[config.mk]
export PLATFORM = sky130hd
export DESIGN_NAME = fspc_device_flat
export DESIGN_NICKNAME = d
export VERILOG_FILES = /design/src/common/fspc_pkg.sv /design/src/common/fspc_link_if.sv /design/src/rtl/fspc_device.sv /design/src/flat_wrapper.sv
export SDC_FILE = /design/constraint.sdc
export NUM_CORES = 1
export LEC_CHECK = 0
export BUFFER_PORTS_ARGS = -buffer_cell sky130_fd_sc_hd__buf_4
export CORE_UTILIZATION = 35
export CTS_BUF_LIST = sky130_fd_sc_hd__clkbuf_4 sky130_fd_sc_hd__clkbuf_8
export CTS_CLUSTER_DIAMETER = 100
export DETAILED_ROUTE_END_ITERATION = 16
export GPL_ROUTABILITY_DRIVEN = 0
export GPL_TIMING_DRIVEN = 0
export SKIP_CTS_REPAIR_TIMING = 1
export SLEW_MARGIN = 0
export SYNTH_ARGS = -nofsm -noshare
export SYNTH_HDL_FRONTEND = slang
export SYNTH_SLANG_ARGS = --single-unit
[constraint.sdc]
create_clock -name CLK_SYS -period 7.84 [get_ports CLK_SYS]
set_clock_uncertainty 0.15 [all_clocks]
set_input_delay 1.568 -clock CLK_SYS [delete_from_list [all_inputs] [get_ports CLK_SYS]]
set_output_delay 1.568 -clock CLK_SYS [all_outputs]
set_load 0.02 [all_outputs]
[src/common/fspc_pkg.sv]
// Shared constants and types of the frequency scan pin control block
`default_nettype none
package fspc_pkg;
	// Serial word layout: address nibble first, then data MSB to LSB
	localparam int WORD_BITS = 16;
	localparam int ADDR_BITS = 4;
	localparam int DATA_BITS = 12;
	// Device register addresses carried in the word's address nibble
	localparam logic [3:0] ADDR_CTRL = 4'h0;
	localparam logic [3:0] ADDR_START_LO = 4'h1;
	localparam logic [3:0] ADDR_START_HI = 4'h2;
	localparam logic [3:0] ADDR_DELTA_LO = 4'h3;
	localparam logic [3:0] ADDR_DELTA_HI = 4'h4;
	localparam logic [3:0] ADDR_NINCR = 4'h5;
	localparam logic [3:0] ADDR_TINT = 4'h6;
	// Control register bit positions
	localparam int CTRL_AUTO = 0;
	localparam int CTRL_SRC_SEL = 1;
	localparam int CTRL_STAT_EN = 2;
	localparam int CTRL_SIGN_EN = 3;
	localparam logic [11:0] CTRL_RST = 12'h000;
	// Synthesis widths and DAC code at rest
	localparam int FREQ_BITS = 24;
	localparam int DAC_BITS = 10;
	localparam logic [9:0] DAC_MIDSCALE = 10'h200;
	// Status pin stretch so a 3-flop sampler on the far side sees it
	localparam logic [2:0] STATUS_HOLD = 3'h4;
	// Serial clock made by the host: period from system period
	localparam int SYS_PERIOD_NS = 10;
	localparam int SCLK_PERIOD_NS = 160;
	localparam int SCLK_HALF = SCLK_PERIOD_NS / SYS_PERIOD_NS / 2;
	// Host Wishbone register offsets and bit positions
	localparam logic [7:0] HOST_CMD = 8'h00;
	localparam logic [7:0] HOST_STATUS = 8'h04;
	localparam logic [7:0] HOST_PINS = 8'h08;
	localparam logic [7:0] HOST_IRQ_STAT = 8'h0c;
	localparam logic [7:0] HOST_IRQ_MASK = 8'h10;
	localparam int CMD_KEEP = 16;
	localparam int PIN_TRIG = 0;
	localparam int PIN_ABORT = 1;
	localparam int PIN_SLEEP = 2;
	localparam int IRQ_WORD = 0;
	localparam int IRQ_SCAN = 1;
	// Device scan sequencer states
	typedef enum logic [2:0] {
		FSPC_IDLE = 3'b001,
		FSPC_RUN = 3'b010,
		FSPC_DONE = 3'b100
	} fspc_scan_state_type;
	// Host transmitter states
	typedef enum logic [2:0] {
		FSPC_TX_IDLE = 3'b001,
		FSPC_TX_HIGH = 3'b010,
		FSPC_TX_LOW = 3'b100
	} fspc_tx_state_type;
endpackage
`default_nettype wire

[src/common/fspc_link_if.sv]
// Pin-level link between the host and the scan generator device
`timescale 1ns/100ps
`default_nettype none
interface fspc_link_if;
	logic sclk;
	logic frame_sync_n;
	logic serial_data_in;
	logic scan_trigger_in;
	logic scan_abort_in;
	logic sleep_in;
	logic scan_status_out;
	logic sign_bit_out;
	// Device end
	modport dev (
		input sclk,
		input frame_sync_n,
		input serial_data_in,
		input scan_trigger_in,
		input scan_abort_in,
		input sleep_in,
		output scan_status_out,
		output sign_bit_out
	);
	// Host end
	modport host (
		output sclk,
		output frame_sync_n,
		output serial_data_in,
		output scan_trigger_in,
		output scan_abort_in,
		output sleep_in,
		input scan_status_out,
		input sign_bit_out
	);
endinterface
`default_nettype wire

[src/rtl/fspc_device.sv]
// Scan generator device end: serial loader, scan sequencer, outputs
//
// How it works
// - Sixteen bit word, address first, MSB first
// - Sample data on each serial clock fall
// - Bits accepted only while frame sync low
// - Abort rise resets scan, DAC to midscale
// - Trigger rise initialises and starts the scan; here only from idle, ignored once done until an abort or control write
// - Auto mode: one trigger runs whole scan
// - External mode: one increment per trigger rise
// - Status pin shows end or each increment
// - Status pin inactive unless its enable set
// - Sign pin is inverted DAC code MSB
// - Sign pin off unless its enable set
// - Sleep high freezes master clock work
// - Host resets device before asserting sleep
// - Output frequency is word fraction times clock
// - Back-to-back words under held frame sync
// - Control write acts like an abort
// - Last frequency held after scan ends
//
// Design decisions made here: register access over Wishbone and the register addresses.
`timescale 1ns/100ps
`default_nettype none
module fspc_device (
	fspc_link_if.dev LINK,
	input wire logic CLK_SYS,
	input wire logic RST,
	output logic [fspc_pkg::DAC_BITS-1:0] DAC_CODE,
	output logic SCAN_RUNNING
);
	localparam int I_SCLK = 0;
	localparam int I_FS = 1;
	localparam int I_SD = 2;
	localparam int I_TRIG = 3;
	localparam int I_ABORT = 4;
	localparam int I_SLEEP = 5;
	// Serial clock and frame sync idle high
	localparam logic [5:0] PIN_RST = 6'h03;

	logic [5:0] pin_raw;
	logic [5:0] sync1;
	logic [5:0] sync2;
	logic [5:0] sync3;
	logic [5:0] pin_lvl;
	logic [5:0] next_pin_lvl;
	logic sclk_fall;
	logic trig_rise;
	logic abort_rise;
	logic run_en;
	logic [3:0] bit_cnt;
	logic [fspc_pkg::WORD_BITS-2:0] shift;
	logic word_stb;
	logic [fspc_pkg::WORD_BITS-1:0] word;
	logic [fspc_pkg::ADDR_BITS-1:0] word_addr;
	logic [fspc_pkg::DATA_BITS-1:0] word_data;
	logic ctrl_wr;
	logic [11:0] ctrl;
	logic [fspc_pkg::FREQ_BITS-1:0] start_freq;
	logic [fspc_pkg::FREQ_BITS-1:0] delta_freq;
	logic [11:0] nincr;
	logic [11:0] tint;
	fspc_pkg::fspc_scan_state_type state;
	logic [fspc_pkg::FREQ_BITS-1:0] freq;
	logic [11:0] incr;
	logic [11:0] tcnt;
	logic step;
	logic last_step;
	logic inc_ev;
	logic eos_ev;
	logic [fspc_pkg::FREQ_BITS-1:0] phase;
	logic [fspc_pkg::DAC_BITS-1:0] next_dac;
	logic [2:0] hold_cnt;

	assign pin_raw = {LINK.sleep_in, LINK.scan_abort_in,
		LINK.scan_trigger_in, LINK.serial_data_in,
		LINK.frame_sync_n, LINK.sclk};

	// Three-flop samplers; a level counts once stages two and three agree
	always_ff @(posedge CLK_SYS or posedge RST)
	begin
		if (RST)
		begin
			sync1 <= PIN_RST;
			sync2 <= PIN_RST;
			sync3 <= PIN_RST;
			pin_lvl <= PIN_RST;
		end
		else
		begin
			sync1 <= pin_raw;
			sync2 <= sync1;
			sync3 <= sync2;
			pin_lvl <= next_pin_lvl;
		end
	end

	// Filtered levels and their edges, never looking at stage one
	assign next_pin_lvl = ((sync2 ~^ sync3) & sync3) |
		((sync2 ^ sync3) & pin_lvl);
	assign sclk_fall = pin_lvl[I_SCLK] & ~next_pin_lvl[I_SCLK];
	assign trig_rise = ~pin_lvl[I_TRIG] & next_pin_lvl[I_TRIG];
	assign abort_rise = ~pin_lvl[I_ABORT] & next_pin_lvl[I_ABORT];
	assign run_en = ~pin_lvl[I_SLEEP];

	// Shift register; the counter wraps so held frames chain words
	always_ff @(posedge CLK_SYS or posedge RST)
	begin
		if (RST)
		begin
			bit_cnt <= 4'h0;
			shift <= 15'h0000;
		end
		else if (pin_lvl[I_FS])
			bit_cnt <= 4'h0;
		else if (sclk_fall)
		begin
			shift <= {shift[13:0], next_pin_lvl[I_SD]};
			bit_cnt <= bit_cnt + 4'h1;
		end
	end

	// Word complete on the sixteenth fall, first bit landing on top
	always_ff @(posedge CLK_SYS or posedge RST)
	begin
		if (RST)
		begin
			word_stb <= 1'b0;
			word <= 16'h0000;
		end
		else
		begin
			word_stb <= ~pin_lvl[I_FS] & sclk_fall & (bit_cnt == 4'hf);
			if (~pin_lvl[I_FS] & sclk_fall & (bit_cnt == 4'hf))
				word <= {shift, next_pin_lvl[I_SD]};
		end
	end

	assign word_addr = word[15:12];
	assign word_data = word[11:0];

	// Scan parameter and control registers
	always_ff @(posedge CLK_SYS or posedge RST)
	begin
		if (RST)
		begin
			ctrl <= fspc_pkg::CTRL_RST;
			ctrl_wr <= 1'b0;
			start_freq <= 24'h000000;
			delta_freq <= 24'h000000;
			nincr <= 12'h000;
			tint <= 12'h000;
		end
		else
		begin
			ctrl_wr <= word_stb & (word_addr == fspc_pkg::ADDR_CTRL);
			if (word_stb)
			begin
				case (word_addr)
					fspc_pkg::ADDR_CTRL: ctrl <= word_data;
					fspc_pkg::ADDR_START_LO: start_freq[11:0] <= word_data;
					fspc_pkg::ADDR_START_HI: start_freq[23:12] <= word_data;
					fspc_pkg::ADDR_DELTA_LO: delta_freq[11:0] <= word_data;
					fspc_pkg::ADDR_DELTA_HI: delta_freq[23:12] <= word_data;
					fspc_pkg::ADDR_NINCR: nincr <= word_data;
					fspc_pkg::ADDR_TINT: tint <= word_data;
					default: ctrl <= ctrl;
				endcase
			end
		end
	end

	// Step source: interval timer in auto mode, trigger edges otherwise
	assign step = ctrl[fspc_pkg::CTRL_AUTO] ?
		(tcnt == tint) : trig_rise;
	assign last_step = (incr == nincr);
	assign inc_ev = run_en & (state == fspc_pkg::FSPC_RUN) & step & ~last_step;
	assign eos_ev = run_en & (state == fspc_pkg::FSPC_RUN) & step & last_step;

	// Scan sequencer; abort and control writes win over everything
	always_ff @(posedge CLK_SYS or posedge RST)
	begin
		if (RST)
		begin
			state <= fspc_pkg::FSPC_IDLE;
			freq <= 24'h000000;
			incr <= 12'h000;
			tcnt <= 12'h000;
		end
		else if (abort_rise | ctrl_wr)
		begin
			state <= fspc_pkg::FSPC_IDLE;
			incr <= 12'h000;
			tcnt <= 12'h000;
		end
		else if (run_en)
		begin
			case (state)
				fspc_pkg::FSPC_IDLE:
					if (trig_rise)
					begin
						freq <= start_freq;
						incr <= 12'h000;
						tcnt <= 12'h000;
						state <= fspc_pkg::FSPC_RUN;
					end
				fspc_pkg::FSPC_RUN:
					if (step)
					begin
						tcnt <= 12'h000;
						if (last_step)
							state <= fspc_pkg::FSPC_DONE;
						else
						begin
							freq <= freq + delta_freq;
							incr <= incr + 12'h001;
						end
					end
					else
						tcnt <= tcnt + 12'h001;
				fspc_pkg::FSPC_DONE:
					state <= fspc_pkg::FSPC_DONE;
				default:
					state <= fspc_pkg::FSPC_IDLE;
			endcase
		end
	end

	// Phase accumulator starts from zero phase at each scan start
	always_ff @(posedge CLK_SYS or posedge RST)
	begin
		if (RST)
			phase <= 24'h000000;
		else if (abort_rise | ctrl_wr | (state == fspc_pkg::FSPC_IDLE))
			phase <= 24'h000000;
		else if (run_en)
			phase <= phase + freq;
	end

	// DAC rests at midscale when idle or asleep
	assign next_dac = ((state == fspc_pkg::FSPC_IDLE) | ~run_en |
		abort_rise | ctrl_wr) ? fspc_pkg::DAC_MIDSCALE :
		phase[23:14];

	// DAC code, sign pin and running flag
	always_ff @(posedge CLK_SYS or posedge RST)
	begin
		if (RST)
		begin
			DAC_CODE <= fspc_pkg::DAC_MIDSCALE;
			LINK.sign_bit_out <= 1'b0;
			SCAN_RUNNING <= 1'b0;
		end
		else
		begin
			DAC_CODE <= next_dac;
			LINK.sign_bit_out <= ctrl[fspc_pkg::CTRL_SIGN_EN] & run_en &
				~next_dac[9];
			SCAN_RUNNING <= (state == fspc_pkg::FSPC_RUN);
		end
	end

	// Status pulse stretched so the host's samplers cannot miss it
	always_ff @(posedge CLK_SYS or posedge RST)
	begin
		if (RST)
			hold_cnt <= 3'h0;
		else if (ctrl[fspc_pkg::CTRL_SRC_SEL] ? inc_ev : eos_ev)
			hold_cnt <= fspc_pkg::STATUS_HOLD;
		else if (hold_cnt != 3'h0)
			hold_cnt <= hold_cnt - 3'h1;
	end

	// Status pin gated by its enable
	always_ff @(posedge CLK_SYS or posedge RST)
	begin
		if (RST)
			LINK.scan_status_out <= 1'b0;
		else
			LINK.scan_status_out <= ctrl[fspc_pkg::CTRL_STAT_EN] & run_en &
				(hold_cnt != 3'h0);
	end
endmodule // fspc_device
`default_nettype wire

[src/flat_wrapper.sv]
// flat-port wrapper written by rule: the top's interface ports become plain ports
module fspc_device_flat 
  (CLK_SYS, RST, DAC_CODE, SCAN_RUNNING, LINK_sclk, LINK_frame_sync_n, LINK_serial_data_in, LINK_scan_trigger_in, LINK_scan_abort_in, LINK_sleep_in, LINK_scan_status_out, LINK_sign_bit_out);
  fspc_link_if LINK_i ();
  input wire logic CLK_SYS;
  input wire logic RST;
  output logic [fspc_pkg::DAC_BITS-1:0] DAC_CODE;
  output logic SCAN_RUNNING;
  input wire logic [$bits(LINK_i.sclk)-1:0] LINK_sclk;
  input wire logic [$bits(LINK_i.frame_sync_n)-1:0] LINK_frame_sync_n;
  input wire logic [$bits(LINK_i.serial_data_in)-1:0] LINK_serial_data_in;
  input wire logic [$bits(LINK_i.scan_trigger_in)-1:0] LINK_scan_trigger_in;
  input wire logic [$bits(LINK_i.scan_abort_in)-1:0] LINK_scan_abort_in;
  input wire logic [$bits(LINK_i.sleep_in)-1:0] LINK_sleep_in;
  output wire logic [$bits(LINK_i.scan_status_out)-1:0] LINK_scan_status_out;
  output wire logic [$bits(LINK_i.sign_bit_out)-1:0] LINK_sign_bit_out;
  assign LINK_i.sclk = LINK_sclk;
  assign LINK_i.frame_sync_n = LINK_frame_sync_n;
  assign LINK_i.serial_data_in = LINK_serial_data_in;
  assign LINK_i.scan_trigger_in = LINK_scan_trigger_in;
  assign LINK_i.scan_abort_in = LINK_scan_abort_in;
  assign LINK_i.sleep_in = LINK_sleep_in;
  assign LINK_scan_status_out = LINK_i.scan_status_out;
  assign LINK_sign_bit_out = LINK_i.sign_bit_out;
  fspc_device u_core (.LINK(LINK_i), .CLK_SYS(CLK_SYS), .RST(RST), .DAC_CODE(DAC_CODE), .SCAN_RUNNING(SCAN_RUNNING));
endmodule
Yosys cells after proc, flatten, opt, wreduce, memory -nomap -nowiden
Index checks and enable logic that the tools add are counted.
Widths: inputs -> output; s select.
- register bits after elaboration: 228
- output and inout bits: 13
- logic and storage cells: 132
- input bits: 8
- reduce and logical (&&, ||, !) cells: 18
- bitwise logic cells: 32
- equality and inequality tests: 21
- muxes and demuxes: 29
- add/sub/neg operators: 6
- operators with widths (operator ; count):
    $mux 24 ; 5
    $mux 12 ; 8
    $add 24x24->24 ; 2
    $pmux 12 s2 ; 2
    $pmux 24 s2 ; 1
    $add 12x1->12 const B ; 2
    $eq 12x12->1 ; 2
    $mux 3 ; 7
    $reduce_and 2->1 ; 8
    $and 1x1->1 ; 14
    $and 6x6->6 ; 2
    $eq 4x3->1 const B ; 3
    $mux 10 ; 1
    $ne 3x1->1 const B ; 3
    $pmux 3 s3 ; 1
    $eq 4x2->1 const B ; 2
    $mux 4 ; 2
    $not 1->1 ; 8
    $ne 2x2->1 const B ; 3
    $or 6x6->6 ; 1
    $reduce_and 6->1 ; 1
    $reduce_bool 2->1 ; 3
    $reduce_bool 3->1 ; 2
    $xnor 6x6->6 ; 1
    other kinds (16) ; 22

Longest topological paths before layout
Gate-level depths: netlist of run 1.
- depth after elaboration: 9
- mapped depth: 10
- gate-level depth less buffers: 10

Worst setup path after synthesis of run 1
OpenSTA, ideal clock, no wires.
- path type: register to register
- start point: register u_core.sync2[0]
- end point: register u_core.word[1] in the netlist's numbering
- path buffers: 3
- data required time: 7565 ps
- cell stages (with the launch flop): 9
- path slack: 5292 ps
- period minus slack after synthesis: 2548 ps
- arrival: 2274 ps
- path through: dfstp_2 -> ha_1 -> nor3b_2 -> nor2b_1 -> buf_2 -> and4_1 -> buf_2 -> buf_4 -> mux2_2
- cells in the longest elaborated chain, start to end: 7
- elaborated cells on any way between the ends: 9
- those cells by class: 9 x bitwise
- RTL lines (element ; line ; source):
    from (decl) ; fspc_device.sv:43 ; logic [5:0] sync2;
    from (signal assigned) ; fspc_device.sv:92 ; sync2 <= sync1;
    $xnor 6x6->6 / $xor 6x6->6 (equally long branches) ; fspc_device.sv:99, fspc_device.sv:100 ;
    $and 6x6->6 (on tied branches) ; fspc_device.sv:99, fspc_device.sv:100 ;
    $or 6x6->6 * ; fspc_device.sv:99 ; assign next_pin_lvl = ((sync2 ~^ sync3) & sync3) |
    $not 1->1 * ; fspc_device.sv:101 ; assign sclk_fall = pin_lvl[I_SCLK] & ~next_pin_lvl[I_SCLK];
    $and 1x1->1 * ; fspc_device.sv:101 ;
    $and 1x1->1 * (2 in series) ; fspc_device.sv:134 ; if (~pin_lvl[I_FS] & sclk_fall & (bit_cnt == 4'hf))
    to (signal assigned) ; fspc_device.sv:135 ; word <= {shift, next_pin_lvl[I_SD]};
    to (decl) ; fspc_device.sv:54 ; logic [fspc_pkg::WORD_BITS-1:0] word;
Every way passes the cells marked *; elsewhere a longest branch is shown, timed or not.
A chain may end at the register's enable or synchronous reset.

Worst setup path after layout of run 1
- start point: register u_core.freq[0] in the netlist's numbering
- end point: register u_core.freq[16] in the netlist's numbering
- cells in the longest elaborated chain, start to end: 4
- RTL lines (element ; line ; source):
    from (decl) ; fspc_device.sv:64 ; logic [fspc_pkg::FREQ_BITS-1:0] freq;
    from (signal assigned) ; fspc_device.sv:202 ; freq <= start_freq;
    from (signal assigned) ; fspc_device.sv:215 ; freq <= freq + delta_freq;
    $add 24x24->24 ; fspc_device.sv:215 ;
    $mux 24 ; fspc_device.sv:211 ; if (last_step)
    $mux 24 ; fspc_device.sv:208 ; if (step)
    $pmux 24 s2 ; fspc_device.sv:198 ; case (state)
Every way passes these cells. The select of a mux whose other input is x is not followed.

==> results.sh, run 1 <==
export IMPL_setup_viol_count_final=0
export IMPL_synth_fa_ha_area_frac=0.0642
export IMPL_cts_buffer_depth=3
export IMPL_grt_start_max_net_pins=43
export IMPL_synth_top_area_frac=0.465
export IMPL_synth_area_um2=11700
export IMPL_max_vdd_ir_drop_v=0.0000871
export IMPL_synthCells=1086
export IMPL_path_cells="ha_1 > inv_1 > fa_1 > nand2b_1 > a211oi_1 > o2111ai_1 > a31oi_1 > xor2_1 > nand2_1 > a31oi_1"
export IMPL_firstDrtPassIters=4
export IMPL_synth_top_family_by_area="simple AND/OR/NAND/NOR gates"
export IMPL_wirelength_um=27100
export IMPL_total_power_mw=2.95
export IMPL_ant_nets=0
export IMPL_drt_vias_per_instance=5.16
export IMPL_synthesis_nets=1153
export IMPL_arrival_ns=3.46
export IMPL_synth_warnings=0
export IMPL_numCtsBuffers=42
export IMPL_crit_top_cell="a31oi_1"
export IMPL_fin_crit_ns=3.17
export IMPL_core_area_um2=32800
export IMPL_fin_nets=1223
export IMPL_p_per_area_nw_per_um2=219
export IMPL_cts_tree="done"
export IMPL_vias=8427
export IMPL_status="completed"
export IMPL_total_leakage_power_nw=6.33
export IMPL_max_stage_delay_ns=0.47
export IMPL_clkTransAtPathRegs_ns=0.06
export IMPL_synth_edf_count=0
export IMPL_die_area_um2=34300
export IMPL_dieHeight_um=185
export IMPL_hold_path_class="flop to flop"
export IMPL_hpwl_um=19500
export IMPL_async_reset_ff_frac=1.00
export IMPL_nFillCells=3142
export IMPL_core_rowCount=66
export IMPL_drc=0
export IMPL_syn_to_final_growth_pct=14.8
export IMPL_rsz0062_at_grt="no"
export IMPL_grt_pass1_wl_um=45100
export IMPL_slew_viol_final=0
export IMPL_die_w_um=185
export IMPL_r2r_slack_ns=4.67
export IMPL_ys_seq_area_frac=0.487
export IMPL_ios=21
export IMPL_synth_area_leader_cell="dfrtp_1"
export IMPL_wl_per_cell_um=16.6
export IMPL_crit_fanout=3
export IMPL_numPortBuffers=20
export IMPL_drive_gt1_frac=0.213
export IMPL_critPathCaptureType="flop"
export IMPL_clock_latency_ns=0.54
export IMPL_clock_sink_count=228
export IMPL_muxShareOfSynthArea=0.113
export IMPL_grt_pass1_vias=8533
export IMPL_final_common_cell="dfrtp_1"
export IMPL_path_class="flop to flop"
export IMPL_final_hold_viol_count=0
export IMPL_synth_simple_gate_area_frac=0.134
export IMPL_synth_compound_area_share=0.122
export IMPL_layout_common_cells="218 x dfrtp_1, 100 x mux2_2, 84 x nor2_1"
export IMPL_worst_pin_slew_ns=0.853
export IMPL_postSynthAreaPerCell_um2=10.8
export IMPL_worstPathRequired_ns=8.13
export IMPL_synth_flop_cell="dfrtp_1"
export IMPL_fmax_mhz=315
export IMPL_critPathSlowestCell="a211oi_1"
export IMPL_antenna_found_initial=1
export IMPL_cts_root_buf="clkbuf_8"
export IMPL_overflow=0
export IMPL_worstSetupStartpointType="flop"
export IMPL_yosys_area_share_xor_xnor=0.0544
export IMPL_cap_violations=0
export IMPL_relSlewSlack=0.431
export IMPL_start_util=0.358
export IMPL_drt_iter0_drc=500
export IMPL_htreeDepth=2
export IMPL_ys_seq_elements=228
export IMPL_synth_distinct_cells=71
export IMPL_fin_crit_sh=0.404
export IMPL_grt_usage=0.167
export IMPL_setup_tns_ns=0
export IMPL_diodes=0
export IMPL_synth_area_leaders="dfrtp_1 47%, mux2_2 9.6%, ha_1 6.1%"
power by group:
part / leakage (nW) / internal [mW] / switching (mW) / total, mW
Clock: 0.484 / 0.692 / 0.503 / 1.19
Sequential: 3.08 / 1.25 / 0.0685 / 1.32
Combinational: 2.77 / 0.174 / 0.257 / 0.431
routing by layer:
| layer | vias up | part of all wire | wire length [um] | track usage |
|---|---|---|---|---|
| met4 | 0 | 0.031 | 839 | 0.0631 |
| met5 | - | 0 | 0 | 0 |
| met3 | 67 | 0.051 | 1370 | 0.0303 |
| li1 | 4096 | - | - | - |
| met2 | 189 | 0.45 | 12100 | 0.266 |
| met1 | 4075 | 0.47 | 12800 | 0.225 |
worst max-delay path: cells and delay by family (launching register included):
kind                     cells  cell delay (ns)
AO/OA/AOI/OAI                4             1.34
buffers and inverters        1             0.07
flip-flops                   1             0.41
XOR/XNOR                     1             0.18
AND/OR/NAND/NOR              2             0.27
adder cells (fa/ha/maj)      2             0.64
sequential cells by signal (all words and copies together), names as in the netlist:
register,count
u_core.shift,15
u_core.pin_lvl,6
u_core.state,3
u_core.bit_cnt,4
u_core.nincr,12
u_core.tint,12
u_core.sync2,6
u_core.sync3,6
u_core.tcnt,12
u_core.phase,24
u_core.word,16
u_core.incr,12
u_core.SCAN_RUNNING,1
u_core.start_freq,24
u_core.LINK.scan_status_out,1
u_core.ctrl,4
u_core.sync1,6
u_core.LINK.sign_bit_out,1
u_core.word_stb,1
u_core.hold_cnt,3
u_core.freq,24
u_core.DAC_CODE,10
u_core.delta_freq,24
u_core.ctrl_wr,1
area by class of cell:
class	count	area [um2]	share of cell area
Clock buffer	70	857	0.0636
Timing Repair Buffer	26	278	0.0206
Buffer	38	186	0.0138
Sequential cell	228	5720	0.424
Clock inverter	8	48.8	0.00362
Inverter	26	101	0.00752
Tap cell	442	553	0.0411
Multi-Input combinational cell	794	5730	0.425
Yosys cell counts (5+ instances only):
cell type	n
dfrtp_1	218
mux2_2	100
nor2_1	84
nand2_1	82
a21oi_1	65
ha_1	57
xnor2_1	45
o21ai_0	44
nand3_1	36
a31oi_1	31
inv_1	26
xor2_1	26
mux2i_1	20
a21o_1	18
and2_1	16
nand4_1	16
nor3_1	16
clkbuf_1	15
o211ai_1	13
buf_2	12
dfstp_2	10
a211oi_1	8
nand2b_1	8
nor3b_1	8
or3_1	8
and3_1	7
buf_1	6
nor2b_1	6
nor4_1	5
o21a_1	5
o221ai_1	5
kinds of logic after synthesis:
| logic type | count (synthesis) |
|---|---|
| and+or+nand+nor | 318 |
| DFF | 228 |
| buffers and inverters | 64 |
| xor gates and xnor gates | 72 |
| muxes | 120 |
| adders and majority gates | 59 |
| AOI/OAI and AO/OA | 225 |
final timing paths:
| check | startpoint | endpoint | cells past startpoint |
|---|---|---|---|
| hold / removal | u_core.sync1[2] | u_core.sync2[2] | 0 |
| max in group asynchronous | RST | u_core.DAC_CODE[9] | 5 |
| setup reg to reg | u_core.freq[0] | u_core.freq[16] | 10 |
| setup / recovery | u_core.freq[0] | u_core.freq[16] | 10 |
| min in group asynchronous | RST | u_core.sync1[2] | 2 |
| hold reg to reg | u_core.sync1[2] | u_core.sync2[2] | 0 |
per-stage QoR:
step	setup WS, ns	hold WS [ns]	cell area, um2	utilization	instances
after floorplan	3.15	0.181	11700	-	1086
after global placement	1.67	0.185	12400	0.379	1548
after detailed placement	4.68	0.186	12600	0.383	1554
after CTS	4.70	0.200	13500	0.411	1632
after global routing	4.46	0.211	13500	0.411	1632
final	4.67	0.199	13500	0.411	1632
(Power assumes the default switching activity.)
==> run 2, diff against run 1 <==
clock period = 2.79 ns   (was 7.84 ns; I/O delays follow)
==> results.sh, run 2 (synthesized netlist as in run 1, its figures left out) <==
export IMPL_nFillCells=3115
export IMPL_clock_sink_count=228
export IMPL_rsz0062_at_grt="yes"
export IMPL_core_rowCount=66
export IMPL_worstPathRequired_ns=3.11
export IMPL_critPathCaptureType="flop"
export IMPL_fin_crit_sh=0.959
export IMPL_hpwl_um=19500
export IMPL_relSlewSlack=0.443
export IMPL_final_common_cell="dfrtp_1"
export IMPL_cap_violations=0
export IMPL_crit_fanout=6
export IMPL_htreeDepth=2
export IMPL_grt_start_max_net_pins=43
export IMPL_final_area_um2=13800
export IMPL_clock_latency_ns=0.54
export IMPL_met2_length_um=12300
export IMPL_worst_pin_slew_ns=0.834
export IMPL_slew_viol_final=0
export IMPL_total_leakage_power_nw=6.41
export IMPL_grt_pass1_wl_um=45100
export IMPL_ios=21
export IMPL_layout_common_cells="215 x dfrtp_1, 100 x mux2_2, 84 x nor2_1"
export IMPL_drc=0
export IMPL_wl_met1_um=12900
export IMPL_cts_buffer_depth=3
export IMPL_die_w_um=185
export IMPL_diodes=0
export IMPL_drive_gt1_frac=0.239
export IMPL_fin_nets=1233
export IMPL_p_per_area_nw_per_um2=606
export IMPL_syn_to_final_growth_pct=17.4
export IMPL_setup_viol_count_final=0
export IMPL_overflow=0
export IMPL_worst_slack_ns=0.114
export IMPL_worstSetupStartpointType="flop"
export IMPL_final_hold_viol_count=0
export IMPL_core_area_um2=32800
export IMPL_numCtsBuffers=42
export IMPL_arrival_ns=2.99
export IMPL_die_area_um2=34300
export IMPL_r2r_cells=8
export IMPL_grt_pass1_vias=8533
export IMPL_antenna_found_initial=1
export IMPL_status="completed"
export IMPL_fin_crit_ns=2.68
export IMPL_setup_tns_ns=0
export IMPL_dp_slack_ns=-0.329
export IMPL_drt_iter0_drc=441
export IMPL_max_vdd_ir_drop_v=0.000251
export IMPL_firstDrtPassIters=5
export IMPL_path_class="flop to flop"
export IMPL_start_util=0.358
export IMPL_dieHeight_um=185
export IMPL_wl_met3_um=1340
export IMPL_vias=8512
export IMPL_routed_top_layer="met4"
export IMPL_hold_path_class="input pin to async pin"
export IMPL_cts_tree="done"
export IMPL_drt_vias_per_instance=5.18
export IMPL_cts_root_buf="clkbuf_8"
export IMPL_numPortBuffers=20
export IMPL_post_dp_cell_area_um2=12600
export IMPL_grt_usage=0.167
export IMPL_wirelength_um=27400
export IMPL_clkTransAtPathRegs_ns=0.06
export IMPL_fmax_mhz=374
export IMPL_wl_per_cell_um=16.7
export IMPL_ant_nets=0
## run 2: cell count changes in the layout (fill, tap and decap cells not counted), sizes merged
cell         previous run  this run
dlygate4sd3             0         6
buf                    47        51
## run 2: final timing paths
kind,from,to,slack (ns)
setup reg to reg,u_core.freq[16],u_core.phase[23],0.11
hold / removal,RST,u_core.sync1[2],0.03
min in group CLK_SYS,u_core.sync1[2],u_core.sync2[2],0.20
setup / recovery,u_core.freq[16],u_core.phase[23],0.11
max in group asynchronous,RST,u_core.DAC_CODE[9],1.26
hold reg to reg,u_core.sync1[2],u_core.sync2[2],0.20
## run 2: cell type report
| type | instances | area [um2] | share of cell area |
|---|---|---|---|
| multi-input cells | 794 | 5940 | 0.431 |
| well taps | 442 | 553 | 0.0402 |
| repair buffers | 36 | 368 | 0.0267 |
| inverters | 26 | 101 | 0.00736 |
| plain buffers | 38 | 186 | 0.0135 |
| flip-flops and latches | 228 | 5720 | 0.415 |
| clock inverters | 8 | 48.8 | 0.00354 |
| clock buffers | 70 | 857 | 0.0622 |
## run 2: critical path: stages (launching register included)
cell       delay, ns
dfrtp_2         0.44
ha_2            0.33
a21o_1          0.19
a31o_2          0.28
a2111oi_4       0.33
nor3_1          0.10
a221oi_2        0.30
mux2i_1         0.27
mux2i_1         0.21
## run 2: per-layer routing
layer,track usage,up-vias
met5,0,-
li1,-,4114
met4,0.0631,0
met3,0.0303,75
met1,0.225,4126
met2,0.266,197
## run 2: power by group
part           switching [mW]  internal [mW]  leakage [nW]
combinational           0.755          0.512          2.85
clock                    1.41           1.94         0.484
sequential              0.194           3.52          3.07
## run 2: stage by stage
step | utilization | hold WS (ns) | cells | power, mW
2_1_floorplan | - | 0.181 | 1086 | 4.63
3_3_place_gp | 0.379 | 0.185 | 1548 | 4.92
3_5_place_dp | 0.383 | 0.186 | 1554 | 4.97
4_1_cts | 0.411 | -0.0633 | 1632 | 8.39
5_1_grt | 0.420 | 0.0812 | 1642 | 8.80
6_report | 0.420 | 0.0324 | 1642 | 8.34
==> run 3, diff against run 2 <==
CORE_UTILIZATION = 57   (was 35)
PLACE_DENSITY = 0.76   (was unset)
==> results.sh, run 3 (synthesized netlist as in run 1, its figures left out) <==
export IMPL_cts_root_buf="clkbuf_8"
export IMPL_ant_nets=0
export IMPL_layout_common_cells="218 x dfrtp_1, 100 x mux2_2, 84 x nor2_1"
export IMPL_die_area_um2=21200
export IMPL_relSlewSlack=0.337
export IMPL_diodes=0
export IMPL_final_common_cell="dfrtp_1"
export IMPL_vias=8568
export IMPL_setup_tns_ns=0
export IMPL_start_util=0.580
export IMPL_worst_slack_ns=0.0588
export IMPL_die_w_um=145
export IMPL_worstSetupStartpointType="flop"
export IMPL_numPortBuffers=20
export IMPL_r2r_slack_ns=0.06
export IMPL_p_per_area_nw_per_um2=604
export IMPL_critPathCaptureType="flop"
export IMPL_dieHeight_um=145
export IMPL_cts_buffer_depth=3
export IMPL_crit_fanout=3
export IMPL_dpl_cell_count=1382
export IMPL_drive_gt1_frac=0.222
export IMPL_r2r_cells=10
export IMPL_hold_worst_slack_ns=-0.0329
export IMPL_violations="hold timing"
export IMPL_fin_crit_ns=2.73
export IMPL_cts_tree="done"
export IMPL_arrival_ns=3.01
export IMPL_worst_r2r_endpoint="u_core.freq[16]"
export IMPL_clock_latency_ns=0.55
export IMPL_fin_nets=1228
export IMPL_hpwl_um=18800
export IMPL_total_leakage_power_nw=6.34
export IMPL_wirelength_um=25900
export IMPL_cap_violations=0
export IMPL_hold_path_class="input pin to async pin"
export IMPL_drt_vias_per_instance=5.88
export IMPL_rr_startpoint="u_core.freq[0]"
export IMPL_drc=0
export IMPL_dp_slack_ns=-0.218
export IMPL_clkTransAtPathRegs_ns=0.07
export IMPL_numCtsBuffers=39
export IMPL_firstDrtPassIters=5
export IMPL_worst_pin_slew_ns=0.995
export IMPL_wl_per_cell_um=17.8
export IMPL_status="complete, but fails checks"
export IMPL_max_vdd_ir_drop_v=0.000405
export IMPL_slew_viol_final=0
export IMPL_fin_cells=1457
export IMPL_grt_pass1_wl_um=42700
export IMPL_grt_usage=0.253
export IMPL_syn_to_final_growth_pct=13.9
export IMPL_fin_crit_sh=0.979
export IMPL_setup_viol_count_final=0
export IMPL_grt_pass1_vias=8460
export IMPL_path_class="flop to flop"
export IMPL_fmax_mhz=366
export IMPL_core_area_um2=20200
export IMPL_final_hold_viol_count=19
export IMPL_overflow=0
export IMPL_antenna_found_initial=0
export IMPL_grt_start_max_net_pins=42
export IMPL_rsz0062_at_grt="yes"
export IMPL_worstPathRequired_ns=3.07
export IMPL_core_rowCount=52
export IMPL_clock_sink_count=228
export IMPL_ios=21
export IMPL_htreeDepth=2
export IMPL_drt_iter0_drc=524
run 3: where the power goes:
group | switching, mW | internal [mW]
registers | 0.190 | 3.52
logic | 0.728 | 0.503
clock network | 1.31 | 1.83
total | 2.23 | 5.85
run 3: stage by stage:
stage / area (um2) / utilization / power [mW]
2_1_floorplan: 11700 / - / 4.63
3_3_place_gp: 12200 / 0.604 / 4.89
5_1_grt: 13400 / 0.660 / 8.49
3_5_place_dp: 12300 / 0.610 / 4.95
6_report: 13400 / 0.660 / 8.08
4_1_cts: 13200 / 0.650 / 8.10
run 3: final cells by class:
cell class	count	area, um2
well taps	270	338
repair buffers	34	345
inverters	26	101
plain buffers	38	191
clock buffers	60	719
clock inverters	7	93.8
fillers	1544	6870
flip-flops and latches	228	5720
multi-input cells	794	5860
run 3: worst max path at each step:
| stage | startpoint | end | slack (ns) | cells after the start |
|---|---|---|---|---|
| 2_1_floorplan | RST | u_core.DAC_CODE[0] | -0.89 | 1 |
| 3_3_place_gp | RST | u_core.pin_lvl[4] | -2.20 | 2 |
| 3_5_place_dp | u_core.freq[0] | u_core.freq[16] | -0.22 | 10 |
| 4_1_cts | u_core.freq[0] | u_core.freq[16] | -0.28 | 10 |
| 5_1_grt | u_core.freq[0] | u_core.freq[16] | -0.05 | 10 |
| 6_report | u_core.freq[0] | u_core.freq[16] | 0.06 | 10 |
run 3: metal layers:
layer  up-vias  GRT usage  share of wire
met3        62     0.0386          0.058
met1      4168      0.345           0.44
met5         -          0              0
met4         0     0.0837          0.026
met2       262      0.416           0.48
li1       4076          -              -
run 3: critical path, cell delays in order, from the launching register on:
cell	delay [ns]
dfrtp_1	0.43
ha_2	0.22
inv_1	0.05
fa_2	0.35
nand2b_4	0.17
a211oi_4	0.34
o2111ai_2	0.22
a31oi_4	0.24
xor2_1	0.17
nand2_1	0.08
a31oi_2	0.20
